`src/sdpre_pkg.sv`:
```
// Shared constants and types for the DRAM power and refresh error block
package sdpre_pkg;
  localparam int         ADDR_W        = 8;
  localparam int         DATA_W        = 32;
  localparam int         NREG          = 7;
  localparam int         IDX_SELFREF   = 0;
  localparam int         IDX_LOWPOWER  = 1;
  localparam int         IDX_IRQ_SET   = 2;
  localparam int         IDX_IRQ_CLR   = 3;
  localparam int         IDX_IRQ_MASK  = 4;
  localparam int         IDX_IRQ_STAT  = 5;
  localparam int         IDX_TIMING    = 6;
  localparam logic [7:0] OFF_SELFREF   = 8'h00;
  localparam logic [7:0] OFF_LOWPOWER  = 8'h04;
  localparam logic [7:0] OFF_IRQ_SET   = 8'h08;
  localparam logic [7:0] OFF_IRQ_CLR   = 8'h0c;
  localparam logic [7:0] OFF_IRQ_MASK  = 8'h10;
  localparam logic [7:0] OFF_IRQ_STAT  = 8'h14;
  localparam logic [7:0] OFF_TIMING    = 8'h18;
  localparam logic [7:0] REG_OFF [NREG] = '{OFF_SELFREF, OFF_LOWPOWER, OFF_IRQ_SET, OFF_IRQ_CLR,
                                            OFF_IRQ_MASK, OFF_IRQ_STAT, OFF_TIMING};
  localparam int         CMD_BIT_POS   = 0;
  localparam int         RFE_BIT_POS   = 0;
  localparam int         DLY_LSB       = 0;
  localparam int         DLY_W         = 4;
  localparam logic [3:0] DLY_RESET     = 4'h5;
  localparam logic       LP_RESET      = 1'b0;
  localparam logic       MASK_RESET    = 1'b0;
  localparam int         BURST_LEN_DEF = 4;
  localparam int         CNT_W         = 5;

  typedef enum logic [2:0] {
    CMD_NOP   = 3'h0,
    CMD_ACT   = 3'h1,
    CMD_RW    = 3'h2,
    CMD_REF   = 3'h3,
    CMD_SELF  = 3'h4,
    CMD_PDN   = 3'h5
  } sdpre_cmd_t;

  typedef enum logic [4:0] {
    ST_IDLE   = 5'h01,
    ST_BURST  = 5'h02,
    ST_SELF   = 5'h04,
    ST_PDN    = 5'h08,
    ST_EXIT   = 5'h10
  } sdpre_state_t;
endpackage

```
`src/sdpre_sync_edge.sv`:
```
// Two-flop synchroniser with edge detection for the memory link clock
`timescale 1ns/1ps
module sdpre_sync_edge (
  input  wire logic clk_sys,
  input  wire logic rst_n,
  input  wire logic async_in,
  output logic      level,
  output logic      rise,
  output logic      fall
);
  logic meta;
  logic sync;
  logic prev;

  always_ff @(posedge clk_sys) begin
    if (!rst_n) begin
      meta <= 1'b0;
      sync <= 1'b0;
      prev <= 1'b0;
    end else begin
      meta <= async_in;
      sync <= meta;
      prev <= sync;
    end
  end

  assign level = sync;
  assign rise  = sync & ~prev;
  assign fall  = ~sync & prev;
endmodule

```
`src/sdpre_apb.sv`:
```
// APB address decode and strobes for the register file
`timescale 1ns/1ps
module sdpre_apb (
  input  wire logic                      psel,
  input  wire logic                      penable,
  input  wire logic                      pwrite,
  input  wire logic [sdpre_pkg::ADDR_W-1:0] paddr,
  output logic [sdpre_pkg::NREG-1:0]     wr_stb,
  output logic [sdpre_pkg::NREG-1:0]     rd_setup,
  output logic [sdpre_pkg::NREG-1:0]     rd_done,
  output logic                           pready,
  output logic                           pslverr
);
  function automatic logic [sdpre_pkg::NREG-1:0] reg_dec(input logic [sdpre_pkg::ADDR_W-1:0] a);
    logic [sdpre_pkg::NREG-1:0] hit;
    hit = '0;
    for (int i = 0; i < sdpre_pkg::NREG; i++) begin
      hit[i] = (a == sdpre_pkg::REG_OFF[i]);
    end
    return hit;
  endfunction

  wire logic [sdpre_pkg::NREG-1:0] sel_vec = reg_dec(paddr);
  wire logic                       setup   = psel & ~penable;
  wire logic                       access  = psel & penable;

  assign wr_stb   = (access & pwrite) ? sel_vec : '0;
  assign rd_setup = (setup & ~pwrite) ? sel_vec : '0;
  assign rd_done  = (access & ~pwrite) ? sel_vec : '0;
  assign pready   = 1'b1;
  assign pslverr  = access & ~(|sel_vec);
endmodule

```
`src/sdpre_ctrl.sv`:
```
// Power-saving, exit delay and refresh error control of the DRAM controller
`timescale 1ns/1ps
module sdpre_ctrl #(
  parameter int BURST_LEN = sdpre_pkg::BURST_LEN_DEF
) (
  input  wire logic                         clk_sys,
  input  wire logic                         rst_n,
  input  wire logic                         psel,
  input  wire logic                         penable,
  input  wire logic                         pwrite,
  input  wire logic [sdpre_pkg::ADDR_W-1:0] paddr,
  input  wire logic [sdpre_pkg::DATA_W-1:0] pwdata,
  output logic      [sdpre_pkg::DATA_W-1:0] prdata,
  output logic                              pready,
  output logic                              pslverr,
  input  wire logic                         link_clk,
  input  wire logic                         acc_req,
  output logic                              acc_ack,
  output logic                              acc_done,
  input  wire logic                         refresh_req,
  output logic                              memory_clock_out,
  output logic                              memory_clock_enable_pin,
  output sdpre_pkg::sdpre_cmd_t             mem_cmd,
  output logic                              irq
);
  localparam logic [sdpre_pkg::CNT_W-1:0] BURST_LOAD = sdpre_pkg::CNT_W'(BURST_LEN);

  logic [sdpre_pkg::NREG-1:0] wr_stb;
  logic [sdpre_pkg::NREG-1:0] rd_setup;
  logic [sdpre_pkg::NREG-1:0] rd_done;
  logic                       link_lvl;
  logic                       link_rise;
  logic                       link_fall;

  sdpre_apb u_apb (
    .psel     (psel),
    .penable  (penable),
    .pwrite   (pwrite),
    .paddr    (paddr),
    .wr_stb   (wr_stb),
    .rd_setup (rd_setup),
    .rd_done  (rd_done),
    .pready   (pready),
    .pslverr  (pslverr)
  );

  sdpre_sync_edge u_link (
    .clk_sys  (clk_sys),
    .rst_n    (rst_n),
    .async_in (link_clk),
    .level    (link_lvl),
    .rise     (link_rise),
    .fall     (link_fall)
  );

  sdpre_pkg::sdpre_state_t     state;
  sdpre_pkg::sdpre_state_t     next_state;
  sdpre_pkg::sdpre_cmd_t       next_cmd;
  logic [sdpre_pkg::CNT_W-1:0] cnt;
  logic [sdpre_pkg::CNT_W-1:0] next_cnt;
  logic                        next_cke;
  logic                        cke;
  logic                        lowpower;
  logic                        mask;
  logic                        flag;
  logic                        flag_snap;
  logic [sdpre_pkg::DLY_W-1:0] exit_selfrefresh_delay;
  logic                        selfref_pend;
  logic                        ref_pend;
  logic                        ack_c;
  logic                        done_c;
  logic                        issue_self_c;
  logic                        issue_ref_c;

  wire logic edge_evt = link_rise | link_fall;
  wire logic st_exit  = (state == sdpre_pkg::ST_EXIT);
  wire logic adv      = link_fall | (st_exit & edge_evt);
  wire logic [sdpre_pkg::CNT_W-1:0] exit_load =
    sdpre_pkg::CNT_W'({exit_selfrefresh_delay, 1'b1});
  wire logic ref_issue_now = adv & issue_ref_c;
  wire logic self_issue_now = adv & issue_self_c;
  wire logic ref_err_evt = refresh_req & ref_pend & ~ref_issue_now;
  wire logic stat_clear = rd_done[sdpre_pkg::IDX_IRQ_STAT] & flag_snap;
  wire logic cmd_bit_w = pwdata[sdpre_pkg::CMD_BIT_POS];
  wire logic rfe_bit_w = pwdata[sdpre_pkg::RFE_BIT_POS];

  // Sequencer: commands change on falling link edges, except in exit, which counts both edges and ends on a rising one
  always_comb begin
    next_state   = state;
    next_cmd     = sdpre_pkg::CMD_NOP;
    next_cnt     = cnt;
    next_cke     = cke;
    ack_c        = 1'b0;
    done_c       = 1'b0;
    issue_self_c = 1'b0;
    issue_ref_c  = 1'b0;
    case (state)
      sdpre_pkg::ST_IDLE: begin
        if (selfref_pend) begin
          next_cmd     = sdpre_pkg::CMD_SELF;
          next_cke     = 1'b0;
          next_state   = sdpre_pkg::ST_SELF;
          issue_self_c = 1'b1;
        end else if (ref_pend) begin
          next_cmd    = sdpre_pkg::CMD_REF;
          issue_ref_c = 1'b1;
        end else if (acc_req) begin
          next_cmd   = sdpre_pkg::CMD_ACT;
          next_cnt   = BURST_LOAD;
          next_state = sdpre_pkg::ST_BURST;
          ack_c      = 1'b1;
        end
      end
      sdpre_pkg::ST_BURST: begin
        if (cnt != '0) begin
          next_cmd = sdpre_pkg::CMD_RW;
          next_cnt = cnt - 1'b1;
        end else begin
          done_c = 1'b1;
          if (lowpower) begin
            next_cmd   = sdpre_pkg::CMD_PDN;
            next_cke   = 1'b0;
            next_state = sdpre_pkg::ST_PDN;
          end else begin
            next_state = sdpre_pkg::ST_IDLE;
          end
        end
      end
      sdpre_pkg::ST_SELF: begin
        if (acc_req) begin
          next_cke   = 1'b1;
          next_cnt   = exit_load;
          next_state = sdpre_pkg::ST_EXIT;
        end
      end
      sdpre_pkg::ST_PDN: begin
        if (acc_req | ref_pend) begin
          next_cke   = 1'b1;
          next_cnt   = exit_load;
          next_state = sdpre_pkg::ST_EXIT;
        end
      end
      sdpre_pkg::ST_EXIT: begin
        if (cnt > 5'h01) begin
          next_cnt = cnt - 1'b1;
        end else if (acc_req) begin
          next_cmd   = sdpre_pkg::CMD_ACT;
          next_cnt   = BURST_LOAD;
          next_state = sdpre_pkg::ST_BURST;
          ack_c      = 1'b1;
        end else begin
          next_state = sdpre_pkg::ST_IDLE;
        end
      end
      default: begin
        next_state = sdpre_pkg::ST_IDLE;
        next_cke   = 1'b1;
      end
    endcase
  end

  always_ff @(posedge clk_sys) begin
    if (!rst_n) begin
      state   <= sdpre_pkg::ST_IDLE;
      mem_cmd <= sdpre_pkg::CMD_NOP;
      cnt     <= '0;
      cke     <= 1'b1;
    end else if (adv) begin
      state   <= next_state;
      mem_cmd <= next_cmd;
      cnt     <= next_cnt;
      cke     <= next_cke;
    end
  end

  // Memory clock held low while in self-refresh
  always_ff @(posedge clk_sys) begin
    if (!rst_n) begin
      memory_clock_out <= 1'b0;
    end else begin
      memory_clock_out <= link_lvl & (state != sdpre_pkg::ST_SELF);
    end
  end

  assign memory_clock_enable_pin = cke;
  assign acc_ack                 = adv & ack_c;
  assign acc_done                = adv & done_c;

  // Pending requests; a new request wins over its own issue
  always_ff @(posedge clk_sys) begin
    if (!rst_n) begin
      selfref_pend <= 1'b0;
      ref_pend     <= 1'b0;
    end else begin
      if (wr_stb[sdpre_pkg::IDX_SELFREF] && cmd_bit_w) begin
        selfref_pend <= 1'b1;
      end else if (self_issue_now) begin
        selfref_pend <= 1'b0;
      end
      if (refresh_req && state != sdpre_pkg::ST_SELF) begin
        ref_pend <= 1'b1;
      end else if (ref_issue_now) begin
        ref_pend <= 1'b0;
      end
    end
  end

  // Software registers
  always_ff @(posedge clk_sys) begin
    if (!rst_n) begin
      lowpower               <= sdpre_pkg::LP_RESET;
      exit_selfrefresh_delay <= sdpre_pkg::DLY_RESET;
      mask                   <= sdpre_pkg::MASK_RESET;
    end else begin
      if (wr_stb[sdpre_pkg::IDX_LOWPOWER]) begin
        lowpower <= cmd_bit_w;
      end
      if (wr_stb[sdpre_pkg::IDX_TIMING]) begin
        exit_selfrefresh_delay <= pwdata[sdpre_pkg::DLY_LSB +: sdpre_pkg::DLY_W];
      end
      if (wr_stb[sdpre_pkg::IDX_IRQ_SET] && rfe_bit_w) begin
        mask <= 1'b1;
      end else if (wr_stb[sdpre_pkg::IDX_IRQ_CLR] && rfe_bit_w) begin
        mask <= 1'b0;
      end
    end
  end

  wire logic next_flag = (flag & ~stat_clear) | ref_err_evt;
  wire logic next_irq  = next_flag & mask;

  // Error flag: only the value actually returned is cleared, new events win
  always_ff @(posedge clk_sys) begin
    if (!rst_n) begin
      flag      <= 1'b0;
      flag_snap <= 1'b0;
      irq       <= 1'b0;
    end else begin
      flag <= (flag & ~stat_clear) | ref_err_evt;
      if (rd_setup[sdpre_pkg::IDX_IRQ_STAT]) begin
        flag_snap <= flag;
      end
      irq <= next_irq;
    end
  end

  // Read data captured in the setup phase
  wire logic [sdpre_pkg::DATA_W-1:0] rd_mux =
      rd_setup[sdpre_pkg::IDX_LOWPOWER] ? sdpre_pkg::DATA_W'(lowpower) :
      rd_setup[sdpre_pkg::IDX_IRQ_MASK] ? sdpre_pkg::DATA_W'(mask) :
      rd_setup[sdpre_pkg::IDX_IRQ_STAT] ? sdpre_pkg::DATA_W'(flag) :
      rd_setup[sdpre_pkg::IDX_TIMING]   ? sdpre_pkg::DATA_W'(exit_selfrefresh_delay) :
      '0;

  always_ff @(posedge clk_sys) begin
    if (!rst_n) begin
      prdata <= '0;
    end else if (psel && !penable) begin
      prdata <= rd_mux;
    end
  end

  // Checks
  logic [sdpre_pkg::CNT_W-1:0] exit_edges;
  always_ff @(posedge clk_sys) begin
    if (!rst_n || !st_exit) begin
      exit_edges <= '0;
    end else if (edge_evt) begin
      exit_edges <= exit_edges + 1'b1;
    end
  end

  wire logic exit_end = st_exit & edge_evt & (next_state != sdpre_pkg::ST_EXIT);
endmodule

```
`config.mk`:
```
export PLATFORM = sky130hd
export DESIGN_NAME = sdpre_ctrl
export DESIGN_NICKNAME = d
export VERILOG_FILES = /design/src/sdpre_pkg.sv /design/src/sdpre_sync_edge.sv /design/src/sdpre_apb.sv /design/src/sdpre_ctrl.sv
export SDC_FILE = /design/constraint.sdc
export NUM_CORES = 1
export LEC_CHECK = 0
export ABC_AREA = 1
export BUFFER_PORTS_ARGS = -buffer_cell sky130_fd_sc_hd__buf_2
export CAP_MARGIN = 5
export CELL_PAD_IN_SITES_DETAIL_PLACEMENT = 2
export CELL_PAD_IN_SITES_GLOBAL_PLACEMENT = 2
export CORE_MARGIN = 1
export CORE_UTILIZATION = 26
export CTS_CLUSTER_DIAMETER = 50
export DETAILED_ROUTE_END_ITERATION = 10
export GPL_TIMING_DRIVEN = 0
export MAX_ROUTING_LAYER = met4
export PLACE_DENSITY_LB_ADDON = 0.1
export SYNTH_ARGS = -nofsm -noshare
export SYNTH_HDL_FRONTEND = slang
export SYNTH_HIERARCHICAL = 1
export SYNTH_SLANG_ARGS = --single-unit
export TNS_END_PERCENT = 30
```
`constraint.sdc`:
```
create_clock -name clk_sys -period 2.9 [get_ports clk_sys]
set_input_delay 0.725 -clock clk_sys [delete_from_list [all_inputs] [get_ports clk_sys]]
set_output_delay 0.725 -clock clk_sys [all_outputs]
set_load 0.02 [all_outputs]
```
==> results of run 1 <==
area by class of cell:
| class | instances | area [µm²] | area share |
|---|---|---|---|
| flip-flops and latches | 33 | 660.6 | 0.2339 |
| inverters | 42 | 157.7 | 0.05583 |
| clock buffers | 6 | 82.58 | 0.02924 |
| clock inverters | 2 | 37.54 | 0.01329 |
| well taps | 108 | 135.1 | 0.04785 |
| repair buffers | 31 | 155.1 | 0.05494 |
| plain buffers | 32 | 234.0 | 0.08285 |
| multi-input cells | 290 | 1361 | 0.4821 |
where the power goes:
part | switching, µW | internal (µW)
Clock | 195 | 280
Combinational | 126 | 68.9
Sequential | 8.24 | 463
layout by cell type, fill, tap and decap left out, drive strengths merged, types with 6 or more instances in the layout:
| cell | instances |
|---|---|
| buf | 62 |
| nand4 | 6 |
| clkbuf | 7 |
| nand3 | 35 |
| nor2 | 66 |
| a21oi | 19 |
| nand2 | 109 |
| conb | 29 |
| o21ai | 13 |
| dfxtp | 33 |
| inv | 42 |
how the worst max path moves through the flow:
| stage | startpoint | end | slack, ns |
|---|---|---|---|
| after floorplan | state[2]$_SDFFE_PN0P_ | acc_ack | 0.83 |
| after global placement | paddr[0] | pslverr | 0.66 |
| after detailed placement | paddr[6] | pslverr | 0.63 |
| after CTS | state[2]$_SDFFE_PN0P_ | acc_ack | 0.34 |
| after global routing | state[0]$_SDFFE_PN1P_ | acc_ack | 0.18 |
| final | state[0]$_SDFFE_PN1P_ | acc_ack | 0.37 |
metal layers:
layer  share of wire  wire length, µm  GRT usage  vias to the layer above
met5               0                0          -                        -
met4           0.012               83    0.04412                        0
met3           0.025              180    0.02765                        5
met2            0.51             3639     0.3020                       36
met1            0.45             3221     0.1950                     1140
li1                -                -          -                     1237
registers in the layout, summed over array words and instances (netlist names), 3 cells and up:
name / count
cnt: 5
exit_selfrefresh_delay: 4
prdata: 4
state: 5
mem_cmd: 3
worst reg2reg max path, cell delays in order, from the launching register on:
cell     delay (ns)
dfxtp_1        0.32
inv_1          0.14
ha_1           0.24
inv_1          0.05
nor2_1         0.12
nand3_1        0.17
nand2_1        0.14
nand2_2        0.09
nor2_4         0.17
nand2_2        0.12
nand2_1        0.08
nand2_1        0.05
nor2_1         0.07
stage by stage:
step           cell area (µm²)  cells  utilization  setup WS [ns]
2_1_floorplan             2414    397            -         0.8275
3_3_place_gp              2704    536       0.3116         0.6614
3_5_place_dp              2704    536       0.3116         0.6324
4_1_cts                   2824    544       0.3254         0.3365
5_1_grt                   2824    544       0.3254         0.1774
6_report                  2824    544       0.3254         0.3716
==> flow_summary.yaml, run 1 <==
status:
  outcome: "finished clean"
critical_path:
  cp.depth: 7
  crit_arrival_ns: 1.80
  cp-start-kind: "flop"
  cp_common_cell: "nor2_2"
  slowest_stage: "dfxtp_1"
  path_cells: "inv_1 > nor2_2 > nand3_2 > nor2_2 > nand2_1 > a21oi_1 > buf_2"
  critPathRequiredTime_ns: 2.17
  reg2reg_to: "state[3]$_SDFFE_PN0P_"
  path_max_fanout: 7
  slowest_delay_ns: 0.42
  crit_path_end_kind: "output pin"
  cp_num_buf_inv: 2
  cpLargestDelayFamily: "simple AND/OR/NAND/NOR gates"
  r2r_slack_ns: 1.07
  ff2ff_path_depth: 12
  timing.rr.start: "cnt[0]$_SDFFE_PN0P_"
  path_class: "reg2out"
timing:
  setup_tns_ns: 0
  fin_skew_ns: 0.006419
  hold_viol_final: 0
  period_needed_ns: 2.528
  fin_hold_ws_ns: 0.4187
  setup_viol: 0
  slew_violations: 0
  rsz0062_at_grt: "false"
  fmax_ghz: 0.3955
  min_period_over_period: 0.8719
yosys:
  ys.warnings.count: 6
  synth_cells: 370
  synth_area_per_cell_um2: 6.249
  syn_area_um2: 2312
global_route:
  grt_pass1_wl_mm: 11.54
  overflow: 0
  track_usage: 0.1689
  grt_max_degree: 12
  grt_pass1_vias: 2388
  grt_antenna_before_repair: 0
clock_network:
  clkLatencyLatePin_ns: 0.29
  cts_buffers: 5
  ctsResizeCount: 0
  cts.sink_count: 33
  cts.path.max_buffers: 2
  holdBufCountCts: 0
  clock-root-buffer: "clkbuf_8"
  cts_tree: "built"
  path_clk_slew_ns: 0.08
  postCtsSetupRepairBufs: 0
  htreeDepth: 2
floorplan:
  die_area_um2: 9275
  die_h_um: 96.31
  core_area_um2: 8678
  dieWidth_um: 96.31
  rows: 34
  start_util: 0.2664
  pin_count: 90
detailed_routing:
  via_per_inst: 4.445
  dr.first_iter.drc_count: 45
  first_pass_iters: 4
  wl_mm: 7.125
  final_antenna_net_count: 0
  drc: 0
  vias: 2418
  wire_per_inst_um: 13.10
placement:
  io_buffers: 31
  gp_congestion: 0.8256
  hpwl_mm: 5.816
power_and_ir_drop:
  p_per_area_nw_per_um2: 404.1
  vdd_drop_max_mv: 0.2240
  power_uw: 1141
  power_leakage_uw: 0.001434
final_layout:
  areaGrowthSynthToFinish_pct: 22.13
  finalNetCount: 485
  fillCellCount: 1120
  insertedDiodeCount: 0
  drive_above_1_share: 0.2294
min_path:
  min_from: "u_link/meta$_SDFF_PN0_"
  hold_end: "u_link/level$_SDFF_PN0_"
  holdPathStages: 2
  min_path_type: "reg2reg"
job:
  drv_cap: 0
No activity file was read; power rests on OpenSTA's default activity.
==> run 2: changes to the inputs <==
CELL_PAD_IN_SITES_DETAIL_PLACEMENT = 0   (was 2)
CELL_PAD_IN_SITES_GLOBAL_PLACEMENT = 1   (was 2)
CORE_UTILIZATION = 35   (was 26)
CTS_BUF_LIST = sky130_fd_sc_hd__clkbuf_16   (was not set)
==> flow_summary.yaml, run 2 (same netlist as run 1, synthesis figures left out) <==
power_and_ir_drop:
  p_comb_frac: 0.161
  power_frac_clock: 0.435
  p_sw_frac: 0.2782
  p_per_area_nw_per_um2: 417.0
  power_leakage_uw: 0.001440
  vdd_drop_max_mv: 0.1975
  p_int_uw: 843.2
  seqPwrFrac: 0.404
  p_switching_uw: 325.0
floorplan:
  pin_count: 90
  rows: 29
  dieWidth_um: 83.28
  die_h_um: 83.28
  core_area_um2: 6350
  start_util: 0.3641
  die_area_um2: 6936
global_route:
  track_usage: 0.1691
  grt_pass1_vias: 2031
  overflow: 0
  grt_antenna_before_repair: 0
  grt_pass1_wl_mm: 9.183
  grt_max_degree: 12
final_layout:
  fillCellCount: 703
  drive_above_1_share: 0.2253
  multi_input_comb_area_um2: 1361
  final_common_cell: "nand2_1"
  postLayoutCellArea_um2: 2801
  areaGrowthSynthToFinish_pct: 21.16
  ff_latch_area_um2: 660.6
  top_regs: "cnt: 5 flops, state: 5 flops"
  layout_common_cells: "nand2_1 (100), nor2_1 (55), inv_1 (37), dfxtp_1 (33), buf_2 (32)"
  insertedDiodeCount: 0
  finalNetCount: 485
timing:
  rsz0062_at_grt: "false"
  fin_hold_ws_ns: 0.4127
  slew_violations: 0
  setup_tns_ns: 0
  fmax_ghz: 0.4053
  min_period_over_period: 0.8508
  setup_viol: 0
  fin_skew_ns: 0.003993
  period_needed_ns: 2.467
  hold_viol_final: 0
clock_network:
  ctsResizeCount: 0
  cts_buffers: 5
  path_clk_slew_ns: 0.06
  cts.path.max_buffers: 2
  cts.sink_count: 33
  htreeDepth: 2
  cts_tree: "built"
  postCtsSetupRepairBufs: 0
  clkLatencyLatePin_ns: 0.28
  clock-root-buffer: "clkbuf_16"
  holdBufCountCts: 0
detailed_routing:
  drc: 0
  vias: 2249
  first_pass_iters: 4
  wl_mm: 5.513
  final_antenna_net_count: 0
  via_per_inst: 4.393
  wire_per_inst_um: 10.77
  dr.first_iter.drc_count: 112
critical_path:
  path_max_fanout: 7
  critPathRequiredTime_ns: 2.17
  path_class: "reg2out"
  crit_path_end_kind: "output pin"
  crit_arrival_ns: 1.74
  cp-start-kind: "flop"
job:
  drv_cap: 0
placement:
  io_buffers: 31
  gp_congestion: 0.8559
  hpwl_mm: 4.328
  place_area_um2: 2665
status:
  outcome: "finished clean"
min_path:
  min_path_type: "reg2reg"
run 2: changes by cell type in the layout (fill, tap and decap cells not counted), sizes merged:
| cell | delta |
|---|---|
| bufinv | -1 |
| clkbuf | -1 |
| clkinv | +1 |
run 2: critical path: stages, from the launching register on:
cell	delay (ns)
dfxtp_1	0.42
inv_1	0.10
nor2_2	0.15
nand3_2	0.19
nor2_2	0.19
nand2_1	0.08
a21oi_1	0.15
buf_2	0.18
run 2: area by class of cell:
| class | count | share of cell area |
|---|---|---|
| buffer | 32 | 0.08352 |
| clock buffer | 5 | 0.04466 |
| clock inverter | 2 | 0.004020 |
| inverter | 42 | 0.05627 |
| multi-input combinational | 290 | 0.4859 |
| sequential | 33 | 0.2358 |
| tap | 77 | 0.03439 |
| timing repair buffer | 31 | 0.05538 |
run 2: through the flow:
stage                     std cells  power (µW)  utilization  worst slack, ns
after floorplan                 397       628.6            -           0.8275
after global placement          505       667.8       0.4197           0.6756
after detailed placement        505       668.0       0.4197           0.6765
after CTS                       512        1178       0.4412           0.4475
after global routing            512        1220       0.4412           0.2672
final                           512        1168       0.4412           0.4327
run 2: power groups by stage:
stage	Clock [µW]	Combinational (µW)	Sequential (µW)
after global placement	0	186	482
after floorplan	0	143	486
after global routing	537	209	474
after CTS	519	187	472
after detailed placement	0	186	482
final	508	188	472
run 2: path summary, 6_finish.rpt:
path / startpoint / end / slack (ns) / cells after the start
setup / recovery: state[0]$_SDFFE_PN1P_ / acc_ack / 0.43 / 7
hold / removal: u_link/meta$_SDFF_PN0_ / u_link/level$_SDFF_PN0_ / 0.41 / 2
setup reg to reg: cnt[0]$_SDFFE_PN0P_ / state[4]$_SDFFE_PN0P_ / 1.20 / 11
hold reg to reg: u_link/meta$_SDFF_PN0_ / u_link/level$_SDFF_PN0_ / 0.41 / 2
run 2: per-layer routing:
metal | share of wire | vias to the layer above | GRT usage
met5 | 0 | - | -
met4 | 0.0069 | 0 | 0.05486
met3 | 0.050 | 2 | 0.03280
met2 | 0.47 | 58 | 0.2787
met1 | 0.47 | 955 | 0.2076
li1 | - | 1234 | -
